**config.mk**
```make
export PLATFORM = sky130hd
export DESIGN_NAME = falling_edge_analog_latch
export DESIGN_NICKNAME = d
export VERILOG_FILES = /design/src/shared/latch_pkg.sv /design/src/shared/sample_if.sv /design/src/core/falling_edge_analog_latch.sv /design/src/core/input_sampler.sv
export SDC_FILE = /design/constraint.sdc
export NUM_CORES = 1
export LEC_CHECK = 0
export BUFFER_PORTS_ARGS = -buffer_cell sky130_fd_sc_hd__buf_2
export CAP_MARGIN = 10
export CORE_ASPECT_RATIO = 1.5
export CORE_UTILIZATION = 59
export CTS_CLUSTER_DIAMETER = 200
export DETAILED_ROUTE_END_ITERATION = 7
export HOLD_SLACK_MARGIN = 0.05
export PLACE_DENSITY = 0.89
export SYNTH_ARGS = -nofsm -noshare
export SYNTH_HDL_FRONTEND = slang
export SYNTH_SLANG_ARGS = --single-unit
```
**constraint.sdc**
```tcl
create_clock -name ref_clk -period 7.13 [get_ports ref_clk]
set_clock_uncertainty 0.1 [all_clocks]
set_input_delay 1.7825 -clock ref_clk [delete_from_list [all_inputs] [get_ports ref_clk]]
set_output_delay 1.7825 -clock ref_clk [all_outputs]
set_load 0.05 [all_outputs]
```
**src/shared/latch_pkg.sv**
```systemverilog
// Purpose: Shared constants and types for the falling-edge analog latch.
// Assumes: One 200 MHz clock; every update cycle is one ref_clk edge with clk_en high.
// Notes: Widths here are fixed for all modules except the core's channel width, which is its CHAN_SEL_W parameter.
`default_nettype none

package latch_pkg;

  // Clock
  localparam int unsigned CLK_PERIOD_PS = 5000;

  // Data path widths
  localparam int unsigned WORD_W = 16;
  localparam int unsigned CHAN_COUNT = 4;
  localparam int unsigned CHAN_W = 2;
  localparam int unsigned COUNT_W = 16;

  // Input synchroniser depth for pins
  localparam int unsigned SYNC_STAGES = 2;

  // Reset values and the capture count step
  localparam logic [WORD_W-1:0] WORD_RESET = 16'h0000;
  localparam logic [CHAN_W-1:0] CHAN_RESET = 2'h0;
  localparam logic [COUNT_W-1:0] COUNT_RESET = 16'h0000;
  localparam logic [COUNT_W-1:0] COUNT_STEP = 16'h0001;
  localparam logic TRIG_IDLE = 1'b1;
  localparam logic SIGNED_RESET = 1'b0;

  // Block operating mode
  typedef enum logic [0:0]
  {
    MODE_OFF,
    MODE_RUN
  } mode_e;

endpackage

`default_nettype wire

```
**src/shared/sample_if.sv**
```systemverilog
// Purpose: Carries the synchronised block inputs from the sampler to the latch core.
// Assumes: Both ends run on ref_clk.
// Notes: Values here are already past two flip-flops.
`timescale 1ns/10ps
`default_nettype none

interface sample_if;
  import latch_pkg::*;

  logic en;
  logic trig;
  logic [WORD_W-1:0] word;
  logic word_signed;

  modport src
  (
    output en,
    output trig,
    output word,
    output word_signed
  );

  modport dst
  (
    input en,
    input trig,
    input word,
    input word_signed
  );

endinterface

`default_nettype wire
```
**src/core/falling_edge_analog_latch.sv**
```systemverilog
// Purpose: Falling-edge analog latch: captures a 16-bit word when the trigger drops from 1 to 0.
// Assumes: One update cycle per ref_clk edge with clk_en high; config inputs are quasi-static.
// Notes: Pins pass two flip-flops; the nested trigger comes from same-clock logic and does not.
`timescale 1ns/10ps
`default_nettype none

// Operation
// [RQ1] While enabled, a 1-to-0 trigger change captures the analog input word onto the output.
// [RQ2] The captured word holds through the low phase and the return high, changing only on the next fall.
// [RQ3] The output is a 16-bit word equal to the input at the latest falling trigger edge.
// [RQ4] The input source supplies 0 to 65535 unsigned or -32768 to +32767 signed.
// [RQ5] The 16 bits are copied unaltered with no signed or unsigned interpretation.
// [RQ6] The output carries the same value type (signed or unsigned) as the captured input.
// [RQ7] Enable high (or tied high) means enabled, enable low (or tied low) means disabled.
// [RQ8] While disabled nothing is captured and the output stays frozen at its last value.
// [RQ9] While disabled the trigger and analog inputs are still sampled but not acted on.
// [RQ10] On enabling the block acts at once on the most recent sampled inputs.
// [RQ11] A trigger already low at enabling counts as a falling edge and captures at once.
// [RQ12] A trigger high at enabling waits for the next high-to-low change before any capture.
// [RQ13] The trigger source should hold the trigger high at start-up.
// [RQ14] As second block of a nested pair the first block's output serves as the trigger.
// [RQ15] As first block of a nested pair the output goes to the second block, not to a channel.
// [RQ16] When not first of a pair the captured word goes to one selected analog output channel.
// [RQ17] Edges are found by comparing each update's trigger with the one registered the update before.
module falling_edge_analog_latch
  import latch_pkg::*;
#(
  parameter int unsigned CHAN_SEL_W = latch_pkg::CHAN_W
)
(
  // Clock and reset
  input wire logic ref_clk,
  input wire logic rst,
  input wire logic clk_en,
  // Block input pins
  input wire logic enable_pin,
  input wire logic trigger_pin,
  input wire logic [latch_pkg::WORD_W-1:0] analog_pin,
  input wire logic analog_signed_pin,
  // Nesting configuration
  input wire logic nest_first,
  input wire logic nest_second,
  input wire logic nest_trig_in,
  // Output channel choice
  input wire logic [CHAN_SEL_W-1:0] chan_select,
  // Towards the analog output module
  output logic [latch_pkg::WORD_W-1:0] aout_word,
  output logic aout_signed,
  output logic [CHAN_SEL_W-1:0] aout_chan,
  output logic aout_strobe,
  // Towards the nested second block
  output logic [latch_pkg::WORD_W-1:0] nest_word,
  output logic nest_signed,
  output logic nest_strobe,
  // Status
  output logic [latch_pkg::WORD_W-1:0] latched_word,
  output logic latched_signed,
  output logic block_active,
  output logic [latch_pkg::COUNT_W-1:0] capture_count
);
  import latch_pkg::*;

  typedef struct packed
  {
    mode_e mode;
    logic trig_prev;
    logic [WORD_W-1:0] latched;
    logic latched_sgn;
    logic [WORD_W-1:0] aout_word;
    logic aout_sgn;
    logic [CHAN_SEL_W-1:0] aout_chan;
    logic aout_stb;
    logic [WORD_W-1:0] nest_word;
    logic nest_sgn;
    logic nest_stb;
    logic active;
    logic [COUNT_W-1:0] count;
  } latch_s;

  localparam latch_s LATCH_RESET = '{
    mode: MODE_OFF,
    trig_prev: TRIG_IDLE,
    latched: WORD_RESET,
    latched_sgn: SIGNED_RESET,
    aout_word: WORD_RESET,
    aout_sgn: SIGNED_RESET,
    aout_chan: CHAN_SEL_W'(CHAN_RESET),
    aout_stb: 1'b0,
    nest_word: WORD_RESET,
    nest_sgn: SIGNED_RESET,
    nest_stb: 1'b0,
    active: 1'b0,
    count: COUNT_RESET
  };

  sample_if smp ();

  latch_s st_reg;
  latch_s st_next;

  input_sampler u_sampler
  (
    .ref_clk(ref_clk),
    .rst(rst),
    .clk_en(clk_en),
    .enable_pin(enable_pin),
    .trigger_pin(trigger_pin),
    .analog_pin(analog_pin),
    .analog_signed_pin(analog_signed_pin),
    .smp(smp.src)
  );

  always_comb
  begin
    logic trig_now;
    logic fell;
    logic capture;
    trig_now = 1'b1;
    fell = 1'b0;
    capture = 1'b0;
    st_next = st_reg;
    st_next.aout_stb = 1'b0;
    st_next.nest_stb = 1'b0;

    // Second of a pair takes its trigger from the first block
    trig_now = nest_second ? nest_trig_in : smp.trig; // RQ14
    fell = st_reg.trig_prev & ~trig_now; // RQ17

    case (st_reg.mode)
      MODE_OFF:
      begin
        // Trigger low on enabling acts as a fresh fall
        if (smp.en) // RQ7
        begin
          st_next.mode = MODE_RUN; // RQ10
          capture = ~trig_now; // RQ11 RQ12
        end
      end
      MODE_RUN:
      begin
        if (!smp.en) // RQ7
        begin
          st_next.mode = MODE_OFF; // RQ8
        end
        else
        begin
          capture = fell; // RQ1 RQ2
        end
      end
      default:
      begin
        st_next.mode = MODE_OFF;
      end
    endcase

    // History keeps moving while disabled so enabling sees current inputs
    st_next.trig_prev = trig_now; // RQ9 RQ17
    st_next.active = (st_next.mode == MODE_RUN);

    if (capture)
    begin
      // Plain bit copy; the type flag rides alongside
      st_next.latched = smp.word; // RQ3 RQ5
      st_next.latched_sgn = smp.word_signed; // RQ6
      st_next.count = st_reg.count + COUNT_STEP;
      if (nest_first)
      begin
        st_next.nest_word = smp.word; // RQ15
        st_next.nest_sgn = smp.word_signed; // RQ6
        st_next.nest_stb = 1'b1;
      end
      else
      begin
        st_next.aout_word = smp.word; // RQ16
        st_next.aout_sgn = smp.word_signed; // RQ6
        st_next.aout_chan = chan_select; // RQ16
        st_next.aout_stb = 1'b1;
      end
    end
  end

  always_ff @(posedge ref_clk or posedge rst)
  begin
    if (rst)
    begin
      st_reg <= LATCH_RESET;
    end
    else if (clk_en)
    begin
      st_reg <= st_next;
    end
  end

  // All outputs straight from the state register
  assign aout_word = st_reg.aout_word;
  assign aout_signed = st_reg.aout_sgn;
  assign aout_chan = st_reg.aout_chan;
  assign aout_strobe = st_reg.aout_stb;
  assign nest_word = st_reg.nest_word;
  assign nest_signed = st_reg.nest_sgn;
  assign nest_strobe = st_reg.nest_stb;
  assign latched_word = st_reg.latched;
  assign latched_signed = st_reg.latched_sgn;
  assign block_active = st_reg.active;
  assign capture_count = st_reg.count;

endmodule

`default_nettype wire

```
**src/core/input_sampler.sv**
```systemverilog
// Purpose: Two-stage synchroniser for the enable, trigger and analog input pins.
// Assumes: Pins are asynchronous to ref_clk; the analog word is held steady by its source.
// Notes: Keeps sampling whatever the enable says.
`timescale 1ns/10ps
`default_nettype none

module input_sampler
  import latch_pkg::*;
(
  // Clock and reset
  input wire logic ref_clk,
  input wire logic rst,
  input wire logic clk_en,
  // Raw pins
  input wire logic enable_pin,
  input wire logic trigger_pin,
  input wire logic [latch_pkg::WORD_W-1:0] analog_pin,
  input wire logic analog_signed_pin,
  // Synchronised view
  sample_if.src smp
);
  import latch_pkg::*;

  typedef struct packed
  {
    logic en;
    logic trig;
    logic [WORD_W-1:0] word;
    logic word_signed;
  } stage_s;

  typedef struct packed
  {
    stage_s first;
    stage_s second;
  } sampler_s;

  localparam stage_s STAGE_RESET = '{en: 1'b0, trig: TRIG_IDLE, word: WORD_RESET, word_signed: SIGNED_RESET};

  sampler_s st_reg;
  sampler_s st_next;

  // First stage feeds only the second stage
  always_comb
  begin
    st_next = st_reg;
    st_next.first.en = enable_pin;
    st_next.first.trig = trigger_pin;
    st_next.first.word = analog_pin;
    st_next.first.word_signed = analog_signed_pin;
    st_next.second = st_reg.first;
  end

  always_ff @(posedge ref_clk or posedge rst)
  begin
    if (rst)
    begin
      st_reg <= '{first: STAGE_RESET, second: STAGE_RESET};
    end
    else if (clk_en)
    begin
      st_reg <= st_next;
    end
  end

  assign smp.en = st_reg.second.en;
  assign smp.trig = st_reg.second.trig;
  assign smp.word = st_reg.second.word;
  assign smp.word_signed = st_reg.second.word_signed;

endmodule

`default_nettype wire

```
==> results of run 1 <==
[per-stage QoR]
step	std cells	hold slack (ns)	utilization [%]	area, sq um
floorplan	379	0.346	-	4850
global placement	504	0.355	61.2	4900
detailed placement	504	0.357	61.2	4900
CTS	520	0.373	64.8	5190
global route	520	0.402	64.8	5190
finish	520	0.365	64.8	5190
[where the power goes]
group,leakage [nW],internal (W),switching (W)
clock network,0.140,0.000282,0.000209
logic,1.13,0.000240,0.000717
registers,1.36,0.000813,0.000121
total,2.63,0.00133,0.00105
[cell families (layout without fill, tap and decap cells)]
group	count (synthesis)	count (layout)	synth area share [%]
buffers and inverters	84	120	12.3
flip-flops	111	111	57.4
XOR/XNOR	15	15	2.71
AO/OA/AOI/OAI	3	3	0.362
AND/OR/NAND/NOR	90	90	8.75
adder cells (fa/ha/maj)	1	1	0.258
multiplexers	75	75	18.2
[area by class of cell]
cell class                 count  area [sq um]  area share [%]
clock buffer                  13           250            4.82
tap                          105           131            2.53
sequential                   111          2780            53.6
clock inverter                 3          42.5           0.819
multi-input combinational    184          1470            28.3
timing repair buffer          99           498            9.59
inverter                       5          21.3           0.410
[layer usage]
metal	global-route usage (%)	vias up	part of all wire, %
li1	-	1248	-
met1	25.4	1408	40
met2	35.5	86	52
met3	6.05	25	4.6
met4	12.2	0	3.4
met5	0	-	0
[placed cells by master, fill, tap and decap left out, types with 2 or more instances in the layout]
master,n
and3_1,3
buf_2,98
and2_1,2
xor2_1,5
dfrtp_1,108
nand2_1,58
dfstp_2,3
clkbuf_16,9
o21ai_0,2
xnor2_1,10
nand4_1,5
nor2_1,5
nor3_1,4
mux2_4,10
or3_1,2
nand3_1,6
mux2_2,46
inv_1,4
mux2_1,19
clkbuf_1,3
[worst min-delay path by stage]
stage	startpoint	end	slack [ns]	depth (start not counted)
3_3_place_gp	latched_word[8]	latched_word[8]	0.35	2
2_1_floorplan	latched_word[10]	latched_word[10]	0.35	2
3_5_place_dp	latched_word[15]	latched_word[15]	0.36	2
4_1_cts	latched_word[15]	latched_word[15]	0.37	2
5_1_grt	latched_word[15]	latched_word[15]	0.40	2
6_report	capture_count[15]	capture_count[15]	0.37	1
==> results.yml, run 1 <==
timing:
  grt_setup_unrepaired: "false"
  timing.slew.headroom_pct: 23.8
  fin_crit_sh_pct: 61.5
  fmax_mhz: 228
  finalHoldViolations: 0
  slew_violations: 0
  period_needed_ns: 4.38
  setup-violations-final: 0
  setup_ws_ns: 2.75
  worst_pin_slew_ns: 1.14
  fin_setup_tns_ns: 0
global_route:
  grt_pass1_vias: 2870
  grt.overflow.total: 0
  antenna_found_initial: 0
  grt_pass1_wl_um: 14000
  grt_max_degree: 69
  track_usage_pct: 21.5
yosys:
  synth_area_leaders: "dfrtp_1, mux2_2, buf_4, nand2_1, mux2_1"
  ys_seq_area_share_pct: 57.4
  synth.top_cell.area_share_pct: 55.8
  yosys-top-cells-count: "dfrtp_1, buf_4, nand2_1"
  synth_largest_area_cell: "dfrtp_1"
  syn_avg_cell_area_sq_um: 12.8
  ys_seq_elements: 111
  syn_nets: 407
  ys_async_sr_fraction_pct: 100
  netlist_area_sq_um: 4850
  syn_inst: 379
  synth_edf_count: 0
  yosysWarnings: 0
  ys_types: 28
  yosys_most_used_dff: "dfrtp_1"
  yosysMostFrequentCell: "dfrtp_1"
critical_path:
  crit_buf_inv: 1
  path_class: "in2reg"
  required_ns: 7.25
  endpoint: "aout_word[1]"
  critPathMaxStageDelay_ns: 0.85
  rr_startpoint: "u_sampler.smp.trig"
  r2r-end: "aout_word[1]"
  cp-start-kind: "input pin"
  rrSetupSlack_ns: 4.50
  end_kind: "register"
  arrival_ns: 4.50
  critical-path-slowest-cell: "or3_1"
  critPathTopFamily: "simple AND/OR/NAND/NOR gates"
  cp_max_fo: 43
  cp_num_cells: 5
  crit_start: "clk_en"
  r2r_cells: 4
  worstPathCellList: "buf_2 -> nand2_1 -> or3_1 -> nor2_8 -> mux2_1"
finish:
  final_nets: 438
  n_fill_cell: 587
  largest_reg_flops: 19
  n_antenna_cell: 0
  layout-drive-gt1-share_pct: 42.2
  area_delta_synth_final_pct: 7.15
die:
  die_area_sq_um: 8590
  die_w_um: 76.0
  core-area_sq_um: 8010
  io_pins: 99
  row_count: 40
  die_h_um: 113
  initial_core_util_pct: 60.5
cts:
  cts_buffers: 9
  cts.clk_slew.worst_paths_ns: 0.07
  clock_sinks: 111
  cts_setup_buffers: 0
  cts_buffer_depth: 2
  cts_root_buf: "clkbuf_16"
  cts_tree: "yes"
  cts.repair.resized: 0
  cts_htree_levels: 3
  hold_buffers: 0
  clk_latency_ns: 0.34
worst_hold_path:
  hp-class: "reg2reg"
detailed_routing:
  detail_route.iter0.violations: 173
  wirelength_um: 8470
  wl_per_cell_um: 16.3
  vias: 2767
  route.detailed.drc: 0
  firstDrtPassIters: 4
  vias_per_cell: 5.32
  final_antenna_net_count: 0
power_and_ir_drop:
  total_power_w: 0.00238
  ir_drop_v: 0.000311
  powerDensity_nw_per_um2: 459
  leakagePower_nw: 2.63
job:
  cap_violations: 0
place:
  dpl.hpwl_um: 5690
  gp_congestion: 0.806
  io_buffers: 98
  dpl_worst_slack_ns: 2.35
status:
  status: "finished, final reports clean"
Power figures use the tool's default switching activity.
==> run 2: changes to the inputs <==
CORE_UTILIZATION = 49   (was 59)
PLACE_DENSITY = 0.79   (was 0.89)
clock period = 3.65 ns   (was 7.13 ns; I/O delays follow)
==> run 2 against run 1 <==
Critical path depth did not move. Global-route usage fell by 4.4 points. Combinational power rose by 94%. Wire length rose by 0.87%. Power rose by 95%. Sequential share of layout area fell by 0.57 points. Sequential cell count did not move. Register-to-register slack got worse by 3.0 ns. Worst setup slack got worse by 1.6 ns. Critical path type unchanged. Largest cell class unchanged. Largest power group unchanged.
==> results.yml, run 2 (synthesized netlist as in run 1, its figures left out) <==
status:
  status: "finished, final reports clean"
global_route:
  grt_max_degree: 112
  track_usage_pct: 17.1
  grt_pass1_vias: 2645
  antenna_found_initial: 0
  grt.overflow.total: 0
  grt_pass1_wl_um: 13500
finish:
  mostFrequentLayoutCells: "dfrtp_1, buf_2, nand2_1"
  final_nets: 441
  layout.cells.most_common: "dfrtp_1"
  utilization_pct: 54.5
  n_fill_cell: 802
  largest_reg_flops: 19
  area_delta_synth_final_pct: 8.31
  layout-drive-gt1-share_pct: 43.2
  fin_cells: 533
timing:
  slew_violations: 0
  fin_crit_sh_pct: 67.9
  setup_ws_ns: 1.17
  timing.slew.headroom_pct: 58.7
  period_needed_ns: 2.48
  worst_pin_slew_ns: 0.619
  setup-violations-final: 0
  fmax_mhz: 404
  grt_setup_unrepaired: "false"
  fin_setup_tns_ns: 0
  finalHoldViolations: 0
power_and_ir_drop:
  swShare_pct: 43.6
  p_sw_w: 0.00203
  seqPwrFrac_pct: 39.0
  internal_power_w: 0.00262
  leakagePower_nw: 2.66
  total_power_w: 0.00465
  pwr-share-clk_pct: 20.9
  ir_drop_v: 0.000492
  p_comb_share_pct: 40.1
  powerDensity_nw_per_um2: 885
die:
  die_area_sq_um: 10300
  die_w_um: 83.2
  initial_core_util_pct: 50.3
  io_pins: 99
  die_h_um: 124
  core-area_sq_um: 9630
  row_count: 44
critical_path:
  arrival_ns: 2.59
  required_ns: 3.77
  rrSetupSlack_ns: 1.52
  cp_max_fo: 20
  cp-start-kind: "input pin"
  r2r-end: "aout_word[6]"
  end_kind: "register"
  rr_startpoint: "u_sampler.smp.trig"
  path_class: "in2reg"
  r2r_cells: 4
cts:
  cts.repair.resized: 0
  clk_latency_ns: 0.34
  cts_tree: "yes"
  cts_buffer_depth: 2
  hold_buffers: 0
  cts_setup_buffers: 0
  clock_sinks: 111
  cts.clk_slew.worst_paths_ns: 0.07
  cts_buffers: 9
  cts_htree_levels: 3
  cts_root_buf: "clkbuf_16"
detailed_routing:
  firstDrtPassIters: 4
  detail_route.iter0.violations: 164
  route.detailed.drc: 0
  wl_per_cell_um: 16.0
  vias_per_cell: 5.04
  wirelength_um: 8540
  vias: 2687
  final_antenna_net_count: 0
place:
  io_buffers: 98
  dpl.hpwl_um: 5750
  dpl_worst_slack_ns: 0.803
  place_inst: 517
  gp_congestion: 0.777
worst_hold_path:
  hold_start: "latched_word[7]"
  min_to: "latched_word[7]"
  min_path_cells: 2
  hp-class: "reg2reg"
job:
  cap_violations: 0
==> run 2: cell count changes in the layout (fill, tap and decap cells not counted), sizes merged <==
cell    previous run  this run
clkbuf            13        11
diode              0         1
clkinv             1         3
inv                5         4
buf               99       102
==> run 2: worst max-delay path, stage by stage <==
cell and delay [ns]:
buf_2 0.11, mux2_4 0.32, or3_1 0.48, nor2_8 0.39
mux2_1 0.37
==> run 2: metrics by stage <==
stage                     instance area, sq um  hold WS (ns)
after floorplan                           4850         0.346
after global placement                    4950         0.355
after detailed placement                  4950         0.358
after CTS                                 5250         0.374
after global routing                      5250         0.392
final                                     5250         0.368
==> run 2: power groups by stage <==
| stage | combinational (W) | sequential, W | clock, W |
|---|---|---|---|
| after floorplan | 0.00184 | 0.00183 | 0 |
| after global placement | 0.00185 | 0.00182 | 0 |
| after detailed placement | 0.00188 | 0.00183 | 0 |
| after CTS | 0.00188 | 0.00181 | 0.000997 |
| after global routing | 0.00196 | 0.00186 | 0.00104 |
| final | 0.00186 | 0.00181 | 0.000969 |
==> run 2: area by class of cell <==
class                           count  area (sq um)  share of cell area, %
Clock inverter                      4          45.0                  0.858
Inverter                            5          22.5                  0.429
Multi-Input combinational cell    184          1470                   28.0
Timing Repair Buffer              102           533                   10.2
Antenna cell                        1          2.50                 0.0477
Sequential cell                   111          2780                   53.0
Tap cell                          115           144                   2.74
Clock buffer                       11           253                   4.82
==> run 2: worst max-delay path by stage <==
stage	start	endpoint	slack (ns)	depth (start not counted)
5_1_grt	nest_second	capture_count[5]	1.11	6
6_report	nest_second	aout_word[6]	1.17	5
3_5_place_dp	nest_second	nest_word[4]	0.80	5
2_1_floorplan	nest_second	aout_chan[1]	1.13	6
4_1_cts	nest_second	nest_word[4]	1.16	5
3_3_place_gp	nest_second	aout_word[12]	0.86	5
==> run 2: per-layer routing <==
layer  wire [um]  global-route usage [%]
met1        3510                    20.8
met2        4430                    28.8
met3         394                    4.44
met4         201                    7.76
met5           0                       0
==> run 3: changes to the inputs <==
ABC_AREA = 1   (was not set)
clock period = 2.15 ns   (was 3.65 ns; I/O delays follow)
==> run 3 against run 2 <==
Critical endpoint is now capture_count[12]. Worst hold slack got worse by 0.30 ns. Cell count rose by 30%. Core utilization rose by 0.31 points. Power rose by 41%. Synthesized cell count rose by 42%.
==> results.yml, run 3 <==
yosys:
  ys_async_sr_fraction_pct: 100
  yosys-top-cells-count: "nand2_1, dfrtp_1, buf_4"
  yosys_most_used_dff: "dfrtp_1"
  netlist_area_sq_um: 4840
  ys_seq_area_share_pct: 57.5
  ys_types: 23
  synth.top_cell.area_share_pct: 55.8
  synth_area_leaders: "dfrtp_1, nand2_1, buf_4, o21ai_0, inv_1"
  syn_nets: 565
  synth_edf_count: 0
  syn_avg_cell_area_sq_um: 9.01
  synth_largest_area_cell: "dfrtp_1"
  ys_seq_elements: 111
  yosysWarnings: 0
  syn_inst: 537
  yosysMostFrequentCell: "nand2_1"
detailed_routing:
  vias: 3438
  wirelength_um: 9490
  detail_route.iter0.violations: 237
  final_antenna_net_count: 0
  route.detailed.drc: 0
  firstDrtPassIters: 5
  vias_per_cell: 4.97
  wl_per_cell_um: 13.7
die:
  die_w_um: 83.1
  core-area_sq_um: 9630
  row_count: 44
  initial_core_util_pct: 50.2
  die_area_sq_um: 10300
  die_h_um: 124
  io_pins: 99
finish:
  final_nets: 600
  n_antenna_cell: 0
  area_delta_synth_final_pct: 9.07
  layout-drive-gt1-share_pct: 23.1
  fin_cells: 692
  mostFrequentLayoutCells: "nand2_1, dfrtp_1, buf_2"
  layout.cells.most_common: "nand2_1"
  largest_reg_flops: 19
  utilization_pct: 54.8
critical_path:
  end_kind: "output pin"
  arrival_ns: 1.10
  cp-start-kind: "register"
  critical-path-slowest-cell: "dfrtp_1"
  crit_buf_inv: 1
  critPathMaxStageDelay_ns: 0.45
  path_class: "reg2out"
  worstPathCellList: "buf_2"
  r2r_cells: 6
  cp_num_cells: 1
  critPathTopFamily: "flip-flops"
  required_ns: 1.51
  cp_max_fo: 6
global_route:
  grt_pass1_vias: 3251
  antenna_found_initial: 0
  track_usage_pct: 19.3
  grt_max_degree: 68
  grt_pass1_wl_um: 15300
  grt.overflow.total: 0
timing:
  timing.slew.headroom_pct: 68.5
  finalHoldViolations: 0
  slew_violations: 0
  fin_setup_tns_ns: 0
  setup-violations-final: 0
  grt_setup_unrepaired: "false"
  period_needed_ns: 1.73
  fin_crit_sh_pct: 80.7
  worst_pin_slew_ns: 0.469
  fmax_mhz: 576
job:
  cap_violations: 0
cts:
  cts_setup_buffers: 0
  cts_root_buf: "clkbuf_16"
  cts_tree: "yes"
  cts_htree_levels: 3
  clk_latency_ns: 0.34
  cts_buffers: 9
  cts_buffer_depth: 2
  hold_buffers: 0
  clock_sinks: 111
  cts.clk_slew.worst_paths_ns: 0.07
  cts.repair.resized: 0
place:
  gp_congestion: 0.871
  io_buffers: 98
  place_inst: 676
  dpl.hpwl_um: 7000
status:
  status: "finished, final reports clean"
worst_hold_path:
  hp-class: "in2async"
power_and_ir_drop:
  total_power_w: 0.00655
  leakagePower_nw: 2.81
  ir_drop_v: 0.000755
  powerDensity_nw_per_um2: 1240
[run 3: cell count changes in the layout (fill, tap and decap cells not counted), moves of 6 or more]
cell	change
nand2_1	+127
o21ai_0	+63
mux2_2	-46
inv_1	+35
mux2_1	-19
o21ai_1	+11
mux2_4	-10
buf_4	+7
xnor2_1	-6
[run 3: worst paths after layout]
path | startpoint | to | slack, ns
max reg2reg | st_reg[72] | aout_word[12] | 0.45
min | rst | latched_word[12] | 0.07
max in group asynchronous | rst | st_reg[72] | 1.20
min reg2reg | u_sampler.st_next[11] | u_sampler.st_next[11] | 0.37
max | capture_count[12] | capture_count[12] | 0.42
min in group ref_clk | analog_pin[1] | u_sampler.st_next[2] | 0.29
[run 3: area by class of cell]
type,instances,area (sq um)
fill,845,4360
sequential,111,2780
multi-input combinational,300,1320
timing repair buffer,110,606
clock buffer,12,256
inverter,40,154
tap,115,144
clock inverter,4,20.0
[run 3: through the flow]
step	hold slack (ns)	setup slack, ns	cell area (sq um)
floorplan	0.342	0.171	4840
global placement	0.353	0.405	5000
detailed placement	0.359	0.342	5000
CTS	0.0681	0.405	5280
global route	0.101	0.356	5280
finish	0.0702	0.415	5280
[run 3: metal layers]
layer	track usage, %	wire length (um)
met5	0	0
met2	33.8	4760
met4	9.59	223
met1	22.7	4030
met3	3.98	469
[run 3: cells by family (layout without fill, tap and decap cells)]
family / count (synthesis) / count (layout) / synth area share [%]
AO/OA/AOI/OAI: 77 / 77 / 8.04
XOR/XNOR: 7 / 7 / 1.27
adder cells (fa/ha/maj): 1 / 1 / 0.258
buffers and inverters: 126 / 166 / 15.3
flip-flops: 111 / 111 / 57.5
AND/OR/NAND/NOR: 215 / 215 / 17.7
[run 3: report_power, final]
group | leakage, nW | total [W] | internal, W | switching [W]
clock network | 0.142 | 0.00153 | 0.000841 | 0.000693
logic | 1.26 | 0.00222 | 0.000469 | 0.00175
registers | 1.41 | 0.00280 | 0.00251 | 0.000283
total | 2.81 | 0.00655 | 0.00382 | 0.00272
